===== src/rtl/ebprb_pkg.sv =====
// Constants, field layouts and carrier types for the external bus pin routing block.
// Assumes one system clock and an active-low asynchronous reset in every user.
package ebprb_pkg;

  ////////////////////////////////////////////////////////////////////////////
  // I/O-space addresses and register images
  localparam logic [15:0] EBPRB_SEL_ADDR = 16'h1C00;
  localparam logic [15:0] EBPRB_BOOT_ADDR = 16'h1C5A;
  localparam logic [15:0] EBPRB_SEL_RESET = 16'h103F;
  // Bits 7:6 are read-only zero
  localparam logic [15:0] EBPRB_SEL_WMASK = 16'hFF3F;
  localparam logic [15:0] EBPRB_BOOT_RESET = 16'h0000;

  ////////////////////////////////////////////////////////////////////////////
  // Field positions of the selection register
  localparam int unsigned EBPRB_CLK_CHOICE_POS = 15;
  localparam int unsigned EBPRB_PP_LSB = 12;
  localparam int unsigned EBPRB_SP1_LSB = 10;
  localparam int unsigned EBPRB_SP0_LSB = 8;
  localparam int unsigned EBPRB_ADDR_MODE_LSB = 0;

  ////////////////////////////////////////////////////////////////////////////
  // Pin counts and timing
  localparam int unsigned EBPRB_UPPER_PINS = 6;
  localparam int unsigned EBPRB_PP_PINS = 28;
  localparam int unsigned EBPRB_SP_PINS = 6;
  localparam int unsigned EBPRB_LOW_ADDR_BITS = 15;
  localparam int unsigned EBPRB_SDRAM_ADDR_BITS = 11;
  // System clock cycles from reset release to the strap capture
  localparam logic [3:0] EBPRB_BOOT_LATCH_CYCLES = 4'hA;

  ////////////////////////////////////////////////////////////////////////////
  // Routing modes
  typedef enum logic [2:0] {
    EBPRB_PP_HOST = 3'h0,
    EBPRB_PP_SPI_GIO_UART_AUD2 = 3'h1,
    EBPRB_PP_GIO = 3'h2,
    EBPRB_PP_SPI_AUD3 = 3'h3,
    EBPRB_PP_AUD2_UART = 3'h4,
    EBPRB_PP_SPI_UART = 3'h5,
    EBPRB_PP_SPI_AUD2_AUD3_GIO = 3'h6,
    EBPRB_PP_RSVD = 3'h7
  } ebprb_pp_mode_t;

  typedef enum logic [1:0] {
    EBPRB_SP1_CARD = 2'h0,
    EBPRB_SP1_MSPI = 2'h1,
    EBPRB_SP1_GIO = 2'h2,
    EBPRB_SP1_RSVD = 2'h3
  } ebprb_sp1_mode_t;

  typedef enum logic [1:0] {
    EBPRB_SP0_CARD = 2'h0,
    EBPRB_SP0_AUD0_GIO = 2'h1,
    EBPRB_SP0_GIO = 2'h2,
    EBPRB_SP0_BSP = 2'h3
  } ebprb_sp0_mode_t;

  // Strap capture sequence, Gray along the path
  typedef enum logic [1:0] {
    EBPRB_WAIT = 2'b00,
    EBPRB_CAPTURE = 2'b01,
    EBPRB_RUN = 2'b11
  } ebprb_boot_state_t;

  ////////////////////////////////////////////////////////////////////////////
  // Carriers: same shape used for peripheral out, enable and in
  typedef struct packed {
    logic [27:0] host;
    logic [6:0] spi;
    logic [7:0] gpio;
    logic [3:0] uart;
    logic [3:0] aud2;
    logic [3:0] aud3;
    logic [6:0] sdram;
  } ebprb_pp_sig_t;

  typedef struct packed {
    logic [5:0] card;
    logic [5:0] mspi;
    logic [5:0] gpio;
  } ebprb_sp1_sig_t;

  // bsp[5] is the receive clock lane, bsp_sample the sample-rate clock
  typedef struct packed {
    logic [5:0] card;
    logic [3:0] aud0;
    logic [5:0] gpio;
    logic [5:0] bsp;
    logic bsp_sample;
  } ebprb_sp0_sig_t;

  typedef struct packed {
    logic [15:0] sel;
    logic [5:0] strap;
    logic [3:0] cnt;
    ebprb_boot_state_t boot;
    logic mem_clk_en;
    logic [15:0] rdata;
  } ebprb_state_t;

endpackage


===== src/rtl/ebprb_lane_mux.sv =====
// One pin group: picks which source's lanes drive the pins.
// Assumes sources beyond NSRC (reserved codes) leave the pins undriven.
`timescale 1ns/1ps
`default_nettype none
module ebprb_lane_mux #(
  parameter int unsigned W = 6,
  parameter int unsigned NSRC = 4,
  parameter int unsigned SW = 2
) (
  input wire logic [SW-1:0] sel,
  input wire logic [NSRC*W-1:0] lane_out,
  input wire logic [NSRC*W-1:0] lane_oe,
  input wire logic [W-1:0] pin_in,
  output logic [W-1:0] pin_out,
  output logic [W-1:0] pin_oe,
  output logic [NSRC*W-1:0] lane_in
);

  genvar k;
  generate
    for (k = 0; k < NSRC; k++) begin : g_src
      // Only the selected source sees the pins
      assign lane_in[k*W +: W] = (sel == SW'(k)) ? pin_in : '0;
    end
  endgenerate

  always_comb begin
    pin_out = '0;
    pin_oe = '0;
    for (int i = 0; i < NSRC; i++) begin
      if (sel == SW'(i)) begin
        pin_out = lane_out[i*W +: W];
        pin_oe = lane_oe[i*W +: W];
      end
    end
  end

endmodule
`default_nettype wire


===== src/rtl/ebprb_top.sv =====
// Pin routing and boot-strap capture: selection register, three pin groups,
// six upper address/general pins and the strap latch.
// Assumes I/O-space accesses synchronous to clk, peripherals on the other side.
`timescale 1ns/1ps
`default_nettype none
// How it works
// Upper six pins stay inputs through reset until straps are captured.
// Ten clocks after reset release the six pin levels are latched, read at 0x1C5A.
// Loader reads the latched strap value to choose its boot source.
// Loader writing 0x1C00 switches the upper pins to address outputs.
// Board must not fight pins driven as address outputs.
// External memory clock is switched off at loader hand-off.
// Address reach is 15 bits, 21 with all upper pins as address.
// NAND and SDRAM need none of the upper pins as address.
// Selection register routes parallel and both serial pin groups.
// New routing takes effect on the clock after the write.
// Each upper pin: select 1 general I/O, 0 address output.
// Software gates affected peripheral clocks before changing routing.
// Software resets affected peripherals after changing routing.
// Bit 15 picks receive or sample clock onto shared pin in mode 3.
// Parallel code 000 routes all 28 host port signals; SDRAM unusable.
// Code 001: 7 SPI, 6 general, 4 UART, 4 audio2, 7 SDRAM.
// Code 010: 8 general I/O and 7 SDRAM control.
// Code 011: 4 SPI, 4 audio3, 7 SDRAM control.
// Code 100: 4 audio2, 4 UART, 7 SDRAM control.
// Code 101: 4 SPI, 4 UART, 7 SDRAM control.
// Code 110: 7 SPI, audio2, audio3, 6 general, SDRAM; 111 reserved.
// Reset value: bit15 0, parallel 001, serial 00, upper selects all 1.
// Serial port 1: card port, multichannel SPI, or general 11:6.
// Serial port 0: card, audio0 plus general, general, buffered serial port.
// Bits 7:6 read zero and ignore writes.
// Reserved codes are never written; their routing is undefined.
module ebprb_top
  import ebprb_pkg::*;
(
  input wire logic clk,
  input wire logic resetn,
  input wire logic io_cs,
  input wire logic io_we,
  input wire logic [15:0] io_addr,
  input wire logic [15:0] io_wdata,
  output logic [15:0] io_rdata,
  input wire logic loader_handoff,
  input wire logic ext_mem_clk_request,
  output logic ext_mem_clk_en,
  output logic boot_strap_done,
  output logic [4:0] ext_addr_width,
  output logic sdram_usable,
  input wire logic [5:0] ext_mem_addr_pins_in,
  output logic [5:0] ext_mem_addr_pins_out,
  output logic [5:0] ext_mem_addr_pins_oe,
  input wire logic [5:0] external_memory_if_addr_hi,
  input wire logic [5:0] upper_gpio_out,
  input wire logic [5:0] upper_gpio_oe,
  output logic [5:0] upper_gpio_in,
  input wire ebprb_pp_sig_t pp_periph_out,
  input wire ebprb_pp_sig_t pp_periph_oe,
  output ebprb_pp_sig_t pp_periph_in,
  input wire logic [27:0] pp_pin_in,
  output logic [27:0] pp_pin_out,
  output logic [27:0] pp_pin_oe,
  input wire ebprb_sp1_sig_t sp1_periph_out,
  input wire ebprb_sp1_sig_t sp1_periph_oe,
  output ebprb_sp1_sig_t sp1_periph_in,
  input wire logic [5:0] sp1_pin_in,
  output logic [5:0] sp1_pin_out,
  output logic [5:0] sp1_pin_oe,
  input wire ebprb_sp0_sig_t sp0_periph_out,
  input wire ebprb_sp0_sig_t sp0_periph_oe,
  output ebprb_sp0_sig_t sp0_periph_in,
  input wire logic [5:0] sp0_pin_in,
  output logic [5:0] sp0_pin_out,
  output logic [5:0] sp0_pin_oe
);

  ////////////////////////////////////////////////////////////////////////////
  // State
  ebprb_state_t state_r;
  ebprb_state_t state_nxt;
  logic sel_wr;
  logic sel_rd;
  logic boot_rd;
  logic [5:0] addr_mode;
  logic clk_choice;
  logic [2:0] pp_sel;
  logic [1:0] sp1_sel;
  logic [1:0] sp0_sel;

  assign sel_wr = io_cs && io_we && (io_addr == EBPRB_SEL_ADDR);
  assign sel_rd = io_cs && !io_we && (io_addr == EBPRB_SEL_ADDR);
  assign boot_rd = io_cs && !io_we && (io_addr == EBPRB_BOOT_ADDR);

  always_comb begin
    state_nxt = state_r;
    // loader write path
    // routing from register
    // reserved bits masked
    if (sel_wr) begin
      state_nxt.sel = (io_wdata & EBPRB_SEL_WMASK) | (state_r.sel & ~EBPRB_SEL_WMASK);
    end
    // strap capture delay
    case (state_r.boot)
      EBPRB_WAIT: begin
        if (state_r.cnt == EBPRB_BOOT_LATCH_CYCLES - 4'h2) begin
          state_nxt.boot = EBPRB_CAPTURE;
        end
        state_nxt.cnt = state_r.cnt + 4'h1;
      end
      EBPRB_CAPTURE: begin
        state_nxt.strap = ext_mem_addr_pins_in;
        state_nxt.boot = EBPRB_RUN;
      end
      EBPRB_RUN: begin
        state_nxt.boot = EBPRB_RUN;
      end
      default: begin
        state_nxt.boot = EBPRB_WAIT;
        state_nxt.cnt = 4'h0;
      end
    endcase
    // memory clock off at hand-off
    if (loader_handoff) begin
      state_nxt.mem_clk_en = 1'b0;
    end else if (ext_mem_clk_request) begin
      state_nxt.mem_clk_en = 1'b1;
    end
    // strap readback
    if (sel_rd) begin
      state_nxt.rdata = state_r.sel;
    end else if (boot_rd) begin
      state_nxt.rdata = {10'h000, state_r.strap};
    end else begin
      state_nxt.rdata = 16'h0000;
    end
  end

  // R22 register reset value
  always_ff @(posedge clk or negedge resetn) begin
    if (!resetn) begin
      state_r.sel <= EBPRB_SEL_RESET;
      state_r.strap <= EBPRB_BOOT_RESET[5:0];
      state_r.cnt <= 4'h0;
      state_r.boot <= EBPRB_WAIT;
      state_r.mem_clk_en <= 1'b1;
      state_r.rdata <= 16'h0000;
    end else begin
      state_r <= state_nxt;
    end
  end

  assign io_rdata = state_r.rdata;
  assign ext_mem_clk_en = state_r.mem_clk_en;
  assign boot_strap_done = (state_r.boot == EBPRB_RUN);

  ////////////////////////////////////////////////////////////////////////////
  // Field decode
  assign addr_mode = state_r.sel[EBPRB_ADDR_MODE_LSB +: EBPRB_UPPER_PINS];
  assign clk_choice = state_r.sel[EBPRB_CLK_CHOICE_POS];
  assign pp_sel = state_r.sel[EBPRB_PP_LSB +: 3];
  assign sp1_sel = state_r.sel[EBPRB_SP1_LSB +: 2];
  assign sp0_sel = state_r.sel[EBPRB_SP0_LSB +: 2];

  ////////////////////////////////////////////////////////////////////////////
  // Upper address / general pins
  always_comb begin
    for (int i = 0; i < 6; i++) begin
      // inputs until captured
      if (!boot_strap_done) begin
        ext_mem_addr_pins_out[i] = 1'b0;
        ext_mem_addr_pins_oe[i] = 1'b0;
      // per-pin function select
      end else if (addr_mode[i]) begin
        ext_mem_addr_pins_out[i] = upper_gpio_out[i];
        ext_mem_addr_pins_oe[i] = upper_gpio_oe[i];
      end else begin
        // driven as address output
        ext_mem_addr_pins_out[i] = external_memory_if_addr_hi[i];
        ext_mem_addr_pins_oe[i] = 1'b1;
      end
    end
  end

  // Pin levels stay visible to general I/O in every mode
  assign upper_gpio_in = ext_mem_addr_pins_in;

  // contiguous address reach
  always_comb begin
    logic stop;
    stop = 1'b0;
    ext_addr_width = 5'(EBPRB_LOW_ADDR_BITS);
    for (int i = 0; i < 6; i++) begin
      if (addr_mode[i]) begin
        stop = 1'b1;
      end else if (!stop) begin
        ext_addr_width = ext_addr_width + 5'h01;
      end
    end
  end

  // SDRAM independent of upper pins
  // host mode blocks SDRAM
  assign sdram_usable = (pp_sel != EBPRB_PP_HOST) && (pp_sel != EBPRB_PP_RSVD);

  ////////////////////////////////////////////////////////////////////////////
  // Parallel port lane maps
  logic [6:0][27:0] pp_lane_out;
  logic [6:0][27:0] pp_lane_oe;
  logic [6:0][27:0] pp_lane_in;

  function automatic logic [6:0][27:0] ebprb_pp_map(input ebprb_pp_sig_t s);
    logic [6:0][27:0] m;
    // host port
    m[0] = s.host;
    // mode 1
    m[1] = {s.sdram, s.aud2, s.uart, s.gpio[5:0], s.spi};
    // mode 2
    m[2] = {s.sdram, 13'h0000, s.gpio};
    // mode 3
    m[3] = {s.sdram, 13'h0000, s.aud3, s.spi[3:0]};
    // mode 4
    m[4] = {s.sdram, 13'h0000, s.uart, s.aud2};
    // mode 5
    m[5] = {s.sdram, 13'h0000, s.uart, s.spi[3:0]};
    // mode 6
    m[6] = {s.sdram, s.aud3, s.aud2, s.gpio[5:0], s.spi};
    return m;
  endfunction

  assign pp_lane_out = ebprb_pp_map(pp_periph_out);
  assign pp_lane_oe = ebprb_pp_map(pp_periph_oe);

  // parallel group select
  // reserved code leaves pins idle
  ebprb_lane_mux #(
    .W(28),
    .NSRC(7),
    .SW(3)
  ) u_pp_mux (
    .sel(pp_sel),
    .lane_out(pp_lane_out),
    .lane_oe(pp_lane_oe),
    .pin_in(pp_pin_in),
    .pin_out(pp_pin_out),
    .pin_oe(pp_pin_oe),
    .lane_in(pp_lane_in)
  );

  // Inactive lanes read zero, so OR of all maps is the active one
  always_comb begin
    pp_periph_in = '0;
    pp_periph_in.host = pp_lane_in[0];
    pp_periph_in.sdram = pp_lane_in[1][27:21] | pp_lane_in[2][27:21] | pp_lane_in[3][27:21]
                       | pp_lane_in[4][27:21] | pp_lane_in[5][27:21] | pp_lane_in[6][27:21];
    pp_periph_in.spi = pp_lane_in[1][6:0] | pp_lane_in[6][6:0]
                     | {3'h0, pp_lane_in[3][3:0]} | {3'h0, pp_lane_in[5][3:0]};
    pp_periph_in.gpio = {2'h0, pp_lane_in[1][12:7]} | pp_lane_in[2][7:0] | {2'h0, pp_lane_in[6][12:7]};
    pp_periph_in.uart = pp_lane_in[1][16:13] | pp_lane_in[4][7:4] | pp_lane_in[5][7:4];
    pp_periph_in.aud2 = pp_lane_in[1][20:17] | pp_lane_in[4][3:0] | pp_lane_in[6][16:13];
    pp_periph_in.aud3 = pp_lane_in[3][7:4] | pp_lane_in[6][20:17];
  end

  ////////////////////////////////////////////////////////////////////////////
  // Serial port 1
  logic [2:0][5:0] sp1_lane_out;
  logic [2:0][5:0] sp1_lane_oe;
  logic [2:0][5:0] sp1_lane_in;

  // serial port 1 modes
  assign sp1_lane_out = {sp1_periph_out.gpio, sp1_periph_out.mspi, sp1_periph_out.card};
  assign sp1_lane_oe = {sp1_periph_oe.gpio, sp1_periph_oe.mspi, sp1_periph_oe.card};

  ebprb_lane_mux #(
    .W(6),
    .NSRC(3),
    .SW(2)
  ) u_sp1_mux (
    .sel(sp1_sel),
    .lane_out(sp1_lane_out),
    .lane_oe(sp1_lane_oe),
    .pin_in(sp1_pin_in),
    .pin_out(sp1_pin_out),
    .pin_oe(sp1_pin_oe),
    .lane_in(sp1_lane_in)
  );

  assign sp1_periph_in = {sp1_lane_in[0], sp1_lane_in[1], sp1_lane_in[2]};

  ////////////////////////////////////////////////////////////////////////////
  // Serial port 0
  logic [3:0][5:0] sp0_lane_out;
  logic [3:0][5:0] sp0_lane_oe;
  logic [3:0][5:0] sp0_lane_in;

  // serial port 0 modes
  // shared clock lane choice
  always_comb begin
    sp0_lane_out[0] = sp0_periph_out.card;
    sp0_lane_oe[0] = sp0_periph_oe.card;
    sp0_lane_out[1] = {sp0_periph_out.gpio[5:4], sp0_periph_out.aud0};
    sp0_lane_oe[1] = {sp0_periph_oe.gpio[5:4], sp0_periph_oe.aud0};
    sp0_lane_out[2] = sp0_periph_out.gpio;
    sp0_lane_oe[2] = sp0_periph_oe.gpio;
    sp0_lane_out[3] = sp0_periph_out.bsp;
    sp0_lane_oe[3] = sp0_periph_oe.bsp;
    if (clk_choice) begin
      sp0_lane_out[3][5] = sp0_periph_out.bsp_sample;
      sp0_lane_oe[3][5] = sp0_periph_oe.bsp_sample;
    end
  end

  ebprb_lane_mux #(
    .W(6),
    .NSRC(4),
    .SW(2)
  ) u_sp0_mux (
    .sel(sp0_sel),
    .lane_out(sp0_lane_out),
    .lane_oe(sp0_lane_oe),
    .pin_in(sp0_pin_in),
    .pin_out(sp0_pin_out),
    .pin_oe(sp0_pin_oe),
    .lane_in(sp0_lane_in)
  );

  always_comb begin
    sp0_periph_in = '0;
    sp0_periph_in.card = sp0_lane_in[0];
    sp0_periph_in.aud0 = sp0_lane_in[1][3:0];
    sp0_periph_in.gpio = sp0_lane_in[2] | {sp0_lane_in[1][5:4], 4'h0};
    sp0_periph_in.bsp = sp0_lane_in[3];
    // shared clock input side
    if (clk_choice) begin
      sp0_periph_in.bsp[5] = 1'b0;
      sp0_periph_in.bsp_sample = sp0_lane_in[3][5];
    end
  end

  // clocks gated by software beforehand
  // peripherals reset by software afterwards

endmodule
`default_nettype wire

===== config.mk =====
export PLATFORM = sky130hd
export DESIGN_NAME = ebprb_top
export DESIGN_NICKNAME = d
export VERILOG_FILES = /design/src/rtl/ebprb_pkg.sv /design/src/rtl/ebprb_lane_mux.sv /design/src/rtl/ebprb_top.sv
export SDC_FILE = /design/constraint.sdc
export NUM_CORES = 1
export LEC_CHECK = 0
export BUFFER_PORTS_ARGS = -buffer_cell sky130_fd_sc_hd__buf_2
export CORE_AREA = 5 5 206 208
export CTS_BUF_LIST = sky130_fd_sc_hd__clkbuf_4
export DETAILED_ROUTE_END_ITERATION = 8
export DIE_AREA = 0 0 211 213
export SLEW_MARGIN = 20
export SYNTH_ARGS = -nofsm -noshare
export SYNTH_HDL_FRONTEND = slang
export SYNTH_SLANG_ARGS = --single-unit

===== constraint.sdc =====
create_clock -name clk -period 4.32 [get_ports clk]
set_input_delay 0.432 -clock clk [delete_from_list [all_inputs] [get_ports clk]]
set_output_delay 0.432 -clock clk [all_outputs]
set_load 0.01 [all_outputs]

==> out/metrics.cfg, run 1 <==
[clock_tree]
cts_hold_buf = 0
clockBufferDepth = 2
cts_sinks = 42
clk_pin_slew_ps = 180
cts_made_buffers = 5
worstSkewPairLatency_ps = 380
htree_levels = 2
cts_tree = yes
cts_root_buf = clkbuf_4

[critical_path]
cp.required_ps = 3890
worstSetupEndpointType = primary output
startpoint = addr_mode[0]$_DFFE_PN1P_
arrival_ps = 3880
crit_type = flip-flop to primary output
worstPathMaxFanout = 3
regToRegStartpoint = state_r[17]$_DFFE_PN0P_
startpoint_type = flip-flop

[logic_synthesis]
synth_edf_count = 0
syn-num-nets = 935
yosys.area.top_type = dfrtp_1
synth_commonest_cells = 53 x mux2i_1, 49 x and2_1, 49 x nand2_1, 48 x o21ai_0, 47 x nor2_1
synth_ff_type = dfrtp_1
avgSynthCellArea_um2 = 8.18
yosysWarnings = 0
yosysTopAreaCellShare_pct = 16.8
synthTopCellsByArea = dfrtp_1 17%, mux2i_1 10%, mux4_2 7.1%
syn-instance-count = 620
synthArstFlopShare_pct = 100
synth_most_common_cell = mux2i_1
seq_area_frac_synth_pct = 20.9
synth-seq-cells = 42
ys_types = 56
synth_area_um2 = 5070

[die]
start_util_pct = 12.6
io_pins = 533
die_x_um = 211
dieArea_um2 = 44900
dieHeight_um = 213
core_um2 = 40400
row_count = 74

[routing]
routedWlPerCell_um = 17.2
drt_first_pass_iters = 5
drc_errors = 0
routed_wl_mm = 28.1
drtIter0Drc = 361
vias = 6758
antenna_left = 0
viasPerCell = 4.14

[timing]
period_share_pct = 99.8
setup_tns_ps = 0
hold_violations = 0
period_minus_slack_ps = 4310
max_freq_mhz = 232
fin_skew_ps = 42.7
finalSetupViolations = 0
rsz0062_at_grt = yes
relSlewSlack_pct = 34.3
tightest_slew_ps = 982
final_max_slew_viol_count = 0

[cells_and_area]
fin_area_um2 = 8280
final_nets = 1415
layout-drive-gt1-share_pct = 57.3
synthToLayoutAreaGrowth_pct = 63.4
final_cells = 1634

[outcome]
outcome = finished clean

[min_path]
holdCritPathClass = input pin to async pin

[placement]
dp_hpwl_mm = 23.9
port_buffers = 530
dpl.cell_count = 1615
place_area_um2 = 8080
gp_congestion = 0.896

[global_routing]
grt_pass1_vias = 6732
antenna_found_initial = 3
grt_usage_pct = 10.9
grt_pass1_wl_mm = 38.7
grt_max_degree = 43
grt-ovfl-total = 0

[flow_run]
drv_cap = 0

[power]
p_leak_uw = 0.00408
ir_drop_mv = 0.0773
pwr_density_cell_nw_per_um2 = 120

-- routing by layer --
layer  GRT usage [%]  part of all wire, %  vias to the layer above
li1                -                    -                     3183
met1            14.0                   41                     3201
met2            18.8                   49                      337
met3            1.91                  7.1                       37
met4            3.29                  2.6                        0
met5               0                    0                        -
-- power by group --
group	total, uW	switching, uW	internal (uW)
Clock	222	158	63.7
Sequential	400	2.28	398
Combinational	373	180	193
Total	995	340	655
-- cells by family after synthesis --
kind of cell	synth area share (%)
xor+xnor	1.21
compound gates	20.4
flops	20.9
other cells	0.0740
mux	22.2
fa+ha+maj	1.73
buf+inv	9.01
simple gates	24.4
-- worst paths after layout --
kind / end / slack [ps] / depth (start not counted)
worst max register to register: state_r[25]$_DFFE_PN0P_ / 2830 / 2
max in group asynchronous: addr_mode[5]$_DFFE_PN1P_ / 3860 / 1
min in group clk: ext_mem_clk_en$_DFFE_PN1P_ / 130 / 2
worst max-delay path: ext_addr_width[2] / 10 / 17
worst min-delay path: io_rdata[12]$_DFF_PN0_ / 20 / 1
worst min register to register: ext_mem_clk_en$_DFFE_PN1P_ / 500 / 2
-- final cells by class --
class	count	area (um^2)
repair buffers	553	2830
flip-flops and latches	42	1060
multi-input cells	486	3610
clock buffers	5	37.5
inverters	12	48.8
fillers	4532	32100
clock inverters	3	21.3
well taps	532	666
diodes	1	2.50
-- layout by cell type, fill, tap and decap left out, types with 8 or more instances in the layout --
cell,instances
a221oi_1,8
nor2b_1,13
a21oi_1,16
inv_1,11
mux4_2,16
dfrtp_1,31
and3_1,37
dfstp_2,8
a21boi_0,8
a22oi_1,28
nand2_1,48
and2_1,49
mux2_2,20
buf_4,23
buf_2,529
a22o_1,24
o22ai_1,8
mux2i_1,53
nor2_1,44
o21ai_0,48
-- critical path, cell delays in order (launching register included) --
cell and delay (ps):
dfstp_2 440, buf_6 120, or2_4 230, ha_4 250, nor2b_4 130, a31oi_2 50
ha_1 320, nor2_1 60, o31ai_2 320, ha_1 310, nor2_1 90, nor2_1 50
ha_2 160, nor2b_4 130, xnor2_2 150, or4_1 460, nand3_1 70, buf_2 130
-- through the flow --
step	setup WS, ps	utilization, %	power [uW]	hold WS (ps)
after detailed placement	395	20.0	781	487
final	10.4	20.5	995	17.8
after global routing	-196	20.5	1060	21.0
after CTS	8.01	20.2	1020	89.1
after floorplan	497	-	529	136
after global placement	374	20.0	777	472
-- state kept, by name (all words and copies together), names as in the netlist --
| name | flops |
|---|---|
| io_rdata | 15 |
| state_r | 12 |
| addr_mode | 6 |
| pp_sel | 3 |
| sp0_sel | 2 |
| sp1_sel | 2 |
| clk_choice | 1 |
| ext_mem_clk_en | 1 |
-- timing repair --
item / CTS / global route
cloned: 0 / 0
setup buffers: 2 / 8
endpoints found under the setup margin: 1 / 2
resized for setup: 0 / 12
pin swaps: 0 / 8
Power figures use the tool's default switching activity.
==> inputs of run 2 (changes only) <==
==> constraint.sdc (replaced) <==
create_clock -name clk -period 4.32 [get_ports clk]
set_input_delay 1.08 -clock clk [delete_from_list [all_inputs] [get_ports clk]]
set_output_delay 1.08 -clock clk [all_outputs]
set_load 0.01 [all_outputs]
==> run 2 against run 1 <==
The run now ends with setup timing left. Setup slack worse by 270 ps. Worst hold slack better by 480 ps. First-iteration DRC count down 20%. Cell count up 0.49%. Critical endpoint unchanged. Largest cell class unchanged. Largest power group unchanged.
==> out/metrics.cfg, run 2 (synthesized netlist as in run 1, its figures left out) <==
[timing]
finalSetupViolations = 2
period_share_pct = 106
rsz0062_at_grt = yes
hold_violations = 0
fin_skew_ps = 8.70
final_max_slew_viol_count = 0
tightest_slew_ps = 1030
holdWs_ps = 501
fin_ws_ps = -264
relSlewSlack_pct = 31.2
period_minus_slack_ps = 4580
max_freq_mhz = 218

[cells_and_area]
final_nets = 1423
fin_util_pct = 20.9
synthToLayoutAreaGrowth_pct = 66.3
layout-drive-gt1-share_pct = 57.8
largest_reg_flops = 15
fin_area_um2 = 8430
final_common_cell = buf_2
final_cell_mix = 529 x buf_2, 53 x mux2i_1, 49 x and2_1

[critical_path]
startpoint_type = flip-flop
cp.required_ps = 3240
slowest_stage = dfstp_2
path_cells = inv_2 > nand2_2 > ha_4 > nor2b_4 > a31oi_4 > ha_4 > nor2_4 > o31ai_4 > ha_1 > nor2_1 > nor2_1 > ha_2 > nor2b_4 > xnor2_1 > or4_1 > nand3_2 > buf_6
worstSetupEndpointType = primary output
rr_worst_depth = 2
critical_path.max_stage_delay_ps = 580
worstPathMaxFanout = 4
arrival_ps = 3500
crit_type = flip-flop to primary output

[outcome]
violations = setup timing
outcome = finished with violations

[die]
die_x_um = 211
start_util_pct = 12.6
io_pins = 533
dieHeight_um = 213
row_count = 74
dieArea_um2 = 44900
core_um2 = 40400

[routing]
drtIter0Drc = 288
antenna_left = 0
routedWlPerCell_um = 17.5
vias = 6881
routed_wl_mm = 28.7
viasPerCell = 4.19
m1WireLength_mm = 10.9
wl_met2_mm = 15.0
drt_first_pass_iters = 4
drc_errors = 0
top_layer = met5
met3_length_mm = 1.95

[clock_tree]
cts_made_buffers = 5
htree_levels = 2
clk_pin_slew_ps = 150
cts_root_buf = clkbuf_4
worstSkewPairLatency_ps = 380
clockBufferDepth = 2
cts_sinks = 42
cts_tree = yes

[power]
seqPwrFrac_pct = 35.9
internal_power_uw = 773
clkPwrFrac_pct = 30.4
power_uw = 1120
p_switching_uw = 342
ir_drop_mv = 0.0914
switching_share_pct = 30.7
pwr_density_cell_nw_per_um2 = 132
p_leak_uw = 0.00414
combPwrFrac_pct = 33.7

[global_routing]
grt_max_degree = 34
grt_pass1_vias = 7029
grt_usage_pct = 11.6
grt-ovfl-total = 0
antenna_found_initial = 3
grt_pass1_wl_mm = 40.5

[placement]
place_area_um2 = 8250
gp_congestion = 0.943
port_buffers = 530
dp_hpwl_mm = 24.7

[min_path]
holdPathStages = 1
holdCritPathClass = flip-flop to flip-flop

[flow_run]
drv_cap = 0

-- run 2: area by class of cell --
type	instances	area, um^2
Antenna cell	1	2.50
Clock buffer	5	37.5
Clock inverter	3	68.8
Fill cell	4616	31900
Inverter	12	45.0
Multi-Input combinational cell	486	3650
Sequential cell	42	1060
Tap cell	532	666
Timing Repair Buffer	561	2890
-- run 2: power by group through the flow --
stage | clock (uW) | sequential [uW] | combinational (uW)
6_report | 340 | 400 | 376
5_1_grt | 375 | 401 | 409
4_1_cts | 362 | 400 | 379
3_5_place_dp | 0 | 407 | 378
3_3_place_gp | 0 | 407 | 372
2_1_floorplan | 0 | 407 | 122
-- run 2: what timing repair did --
| action | CTS | global route |
|---|---|---|
| resized for setup | 4 | 5 |
| buffers inserted | 2 | 3 |
| setup endpoints to repair | 4 | 4 |
| hold buffers | 0 | 0 |
| pin swaps | 5 | 5 |
-- run 2: worst paths after layout --
kind,startpoint,to,slack [ps]
max,addr_mode[0]$_DFFE_PN1P_,ext_addr_width[2],-260
max in group asynchronous,resetn,ext_mem_clk_en$_DFFE_PN1P_,2830
min in group asynchronous,resetn,io_rdata[13]$_DFF_PN0_,730
min reg2reg,state_r[22]$_DFFE_PN0N_,state_r[22]$_DFFE_PN0N_,500
min,state_r[22]$_DFFE_PN0N_,state_r[22]$_DFFE_PN0N_,500
max reg2reg,state_r[17]$_DFFE_PN0P_,state_r[28]$_DFFE_PN0P_,2830
-- run 2: per-layer routing --
| metal | up-vias | track usage, % |
|---|---|---|
| met2 | 359 | 21.6 |
| met3 | 41 | 2.04 |
| met5 | - | 0 |
| li1 | 3196 | - |
| met4 | 4 | 3.89 |
| met1 | 3281 | 13.3 |
-- run 2: critical path: cells and delay by family (launching register included) --
kind | cells | cell delay [ps]
xor gates and xnor gates | 1 | 130
buffers and inverters | 2 | 140
and+or+nand+nor | 8 | 1070
AOI/OAI and AO/OA | 2 | 250
adders and majority gates | 4 | 940
DFF | 1 | 580
-- run 2: metrics by stage --
stage	std cells	TNS (ps)	setup slack, ps
after floorplan	620	0	4.06
after global placement	1630	0	12.3
after detailed placement	1630	-46.9	-46.9
after CTS	1640	-567	-286
after global routing	1642	-913	-430
final	1642	-422	-264
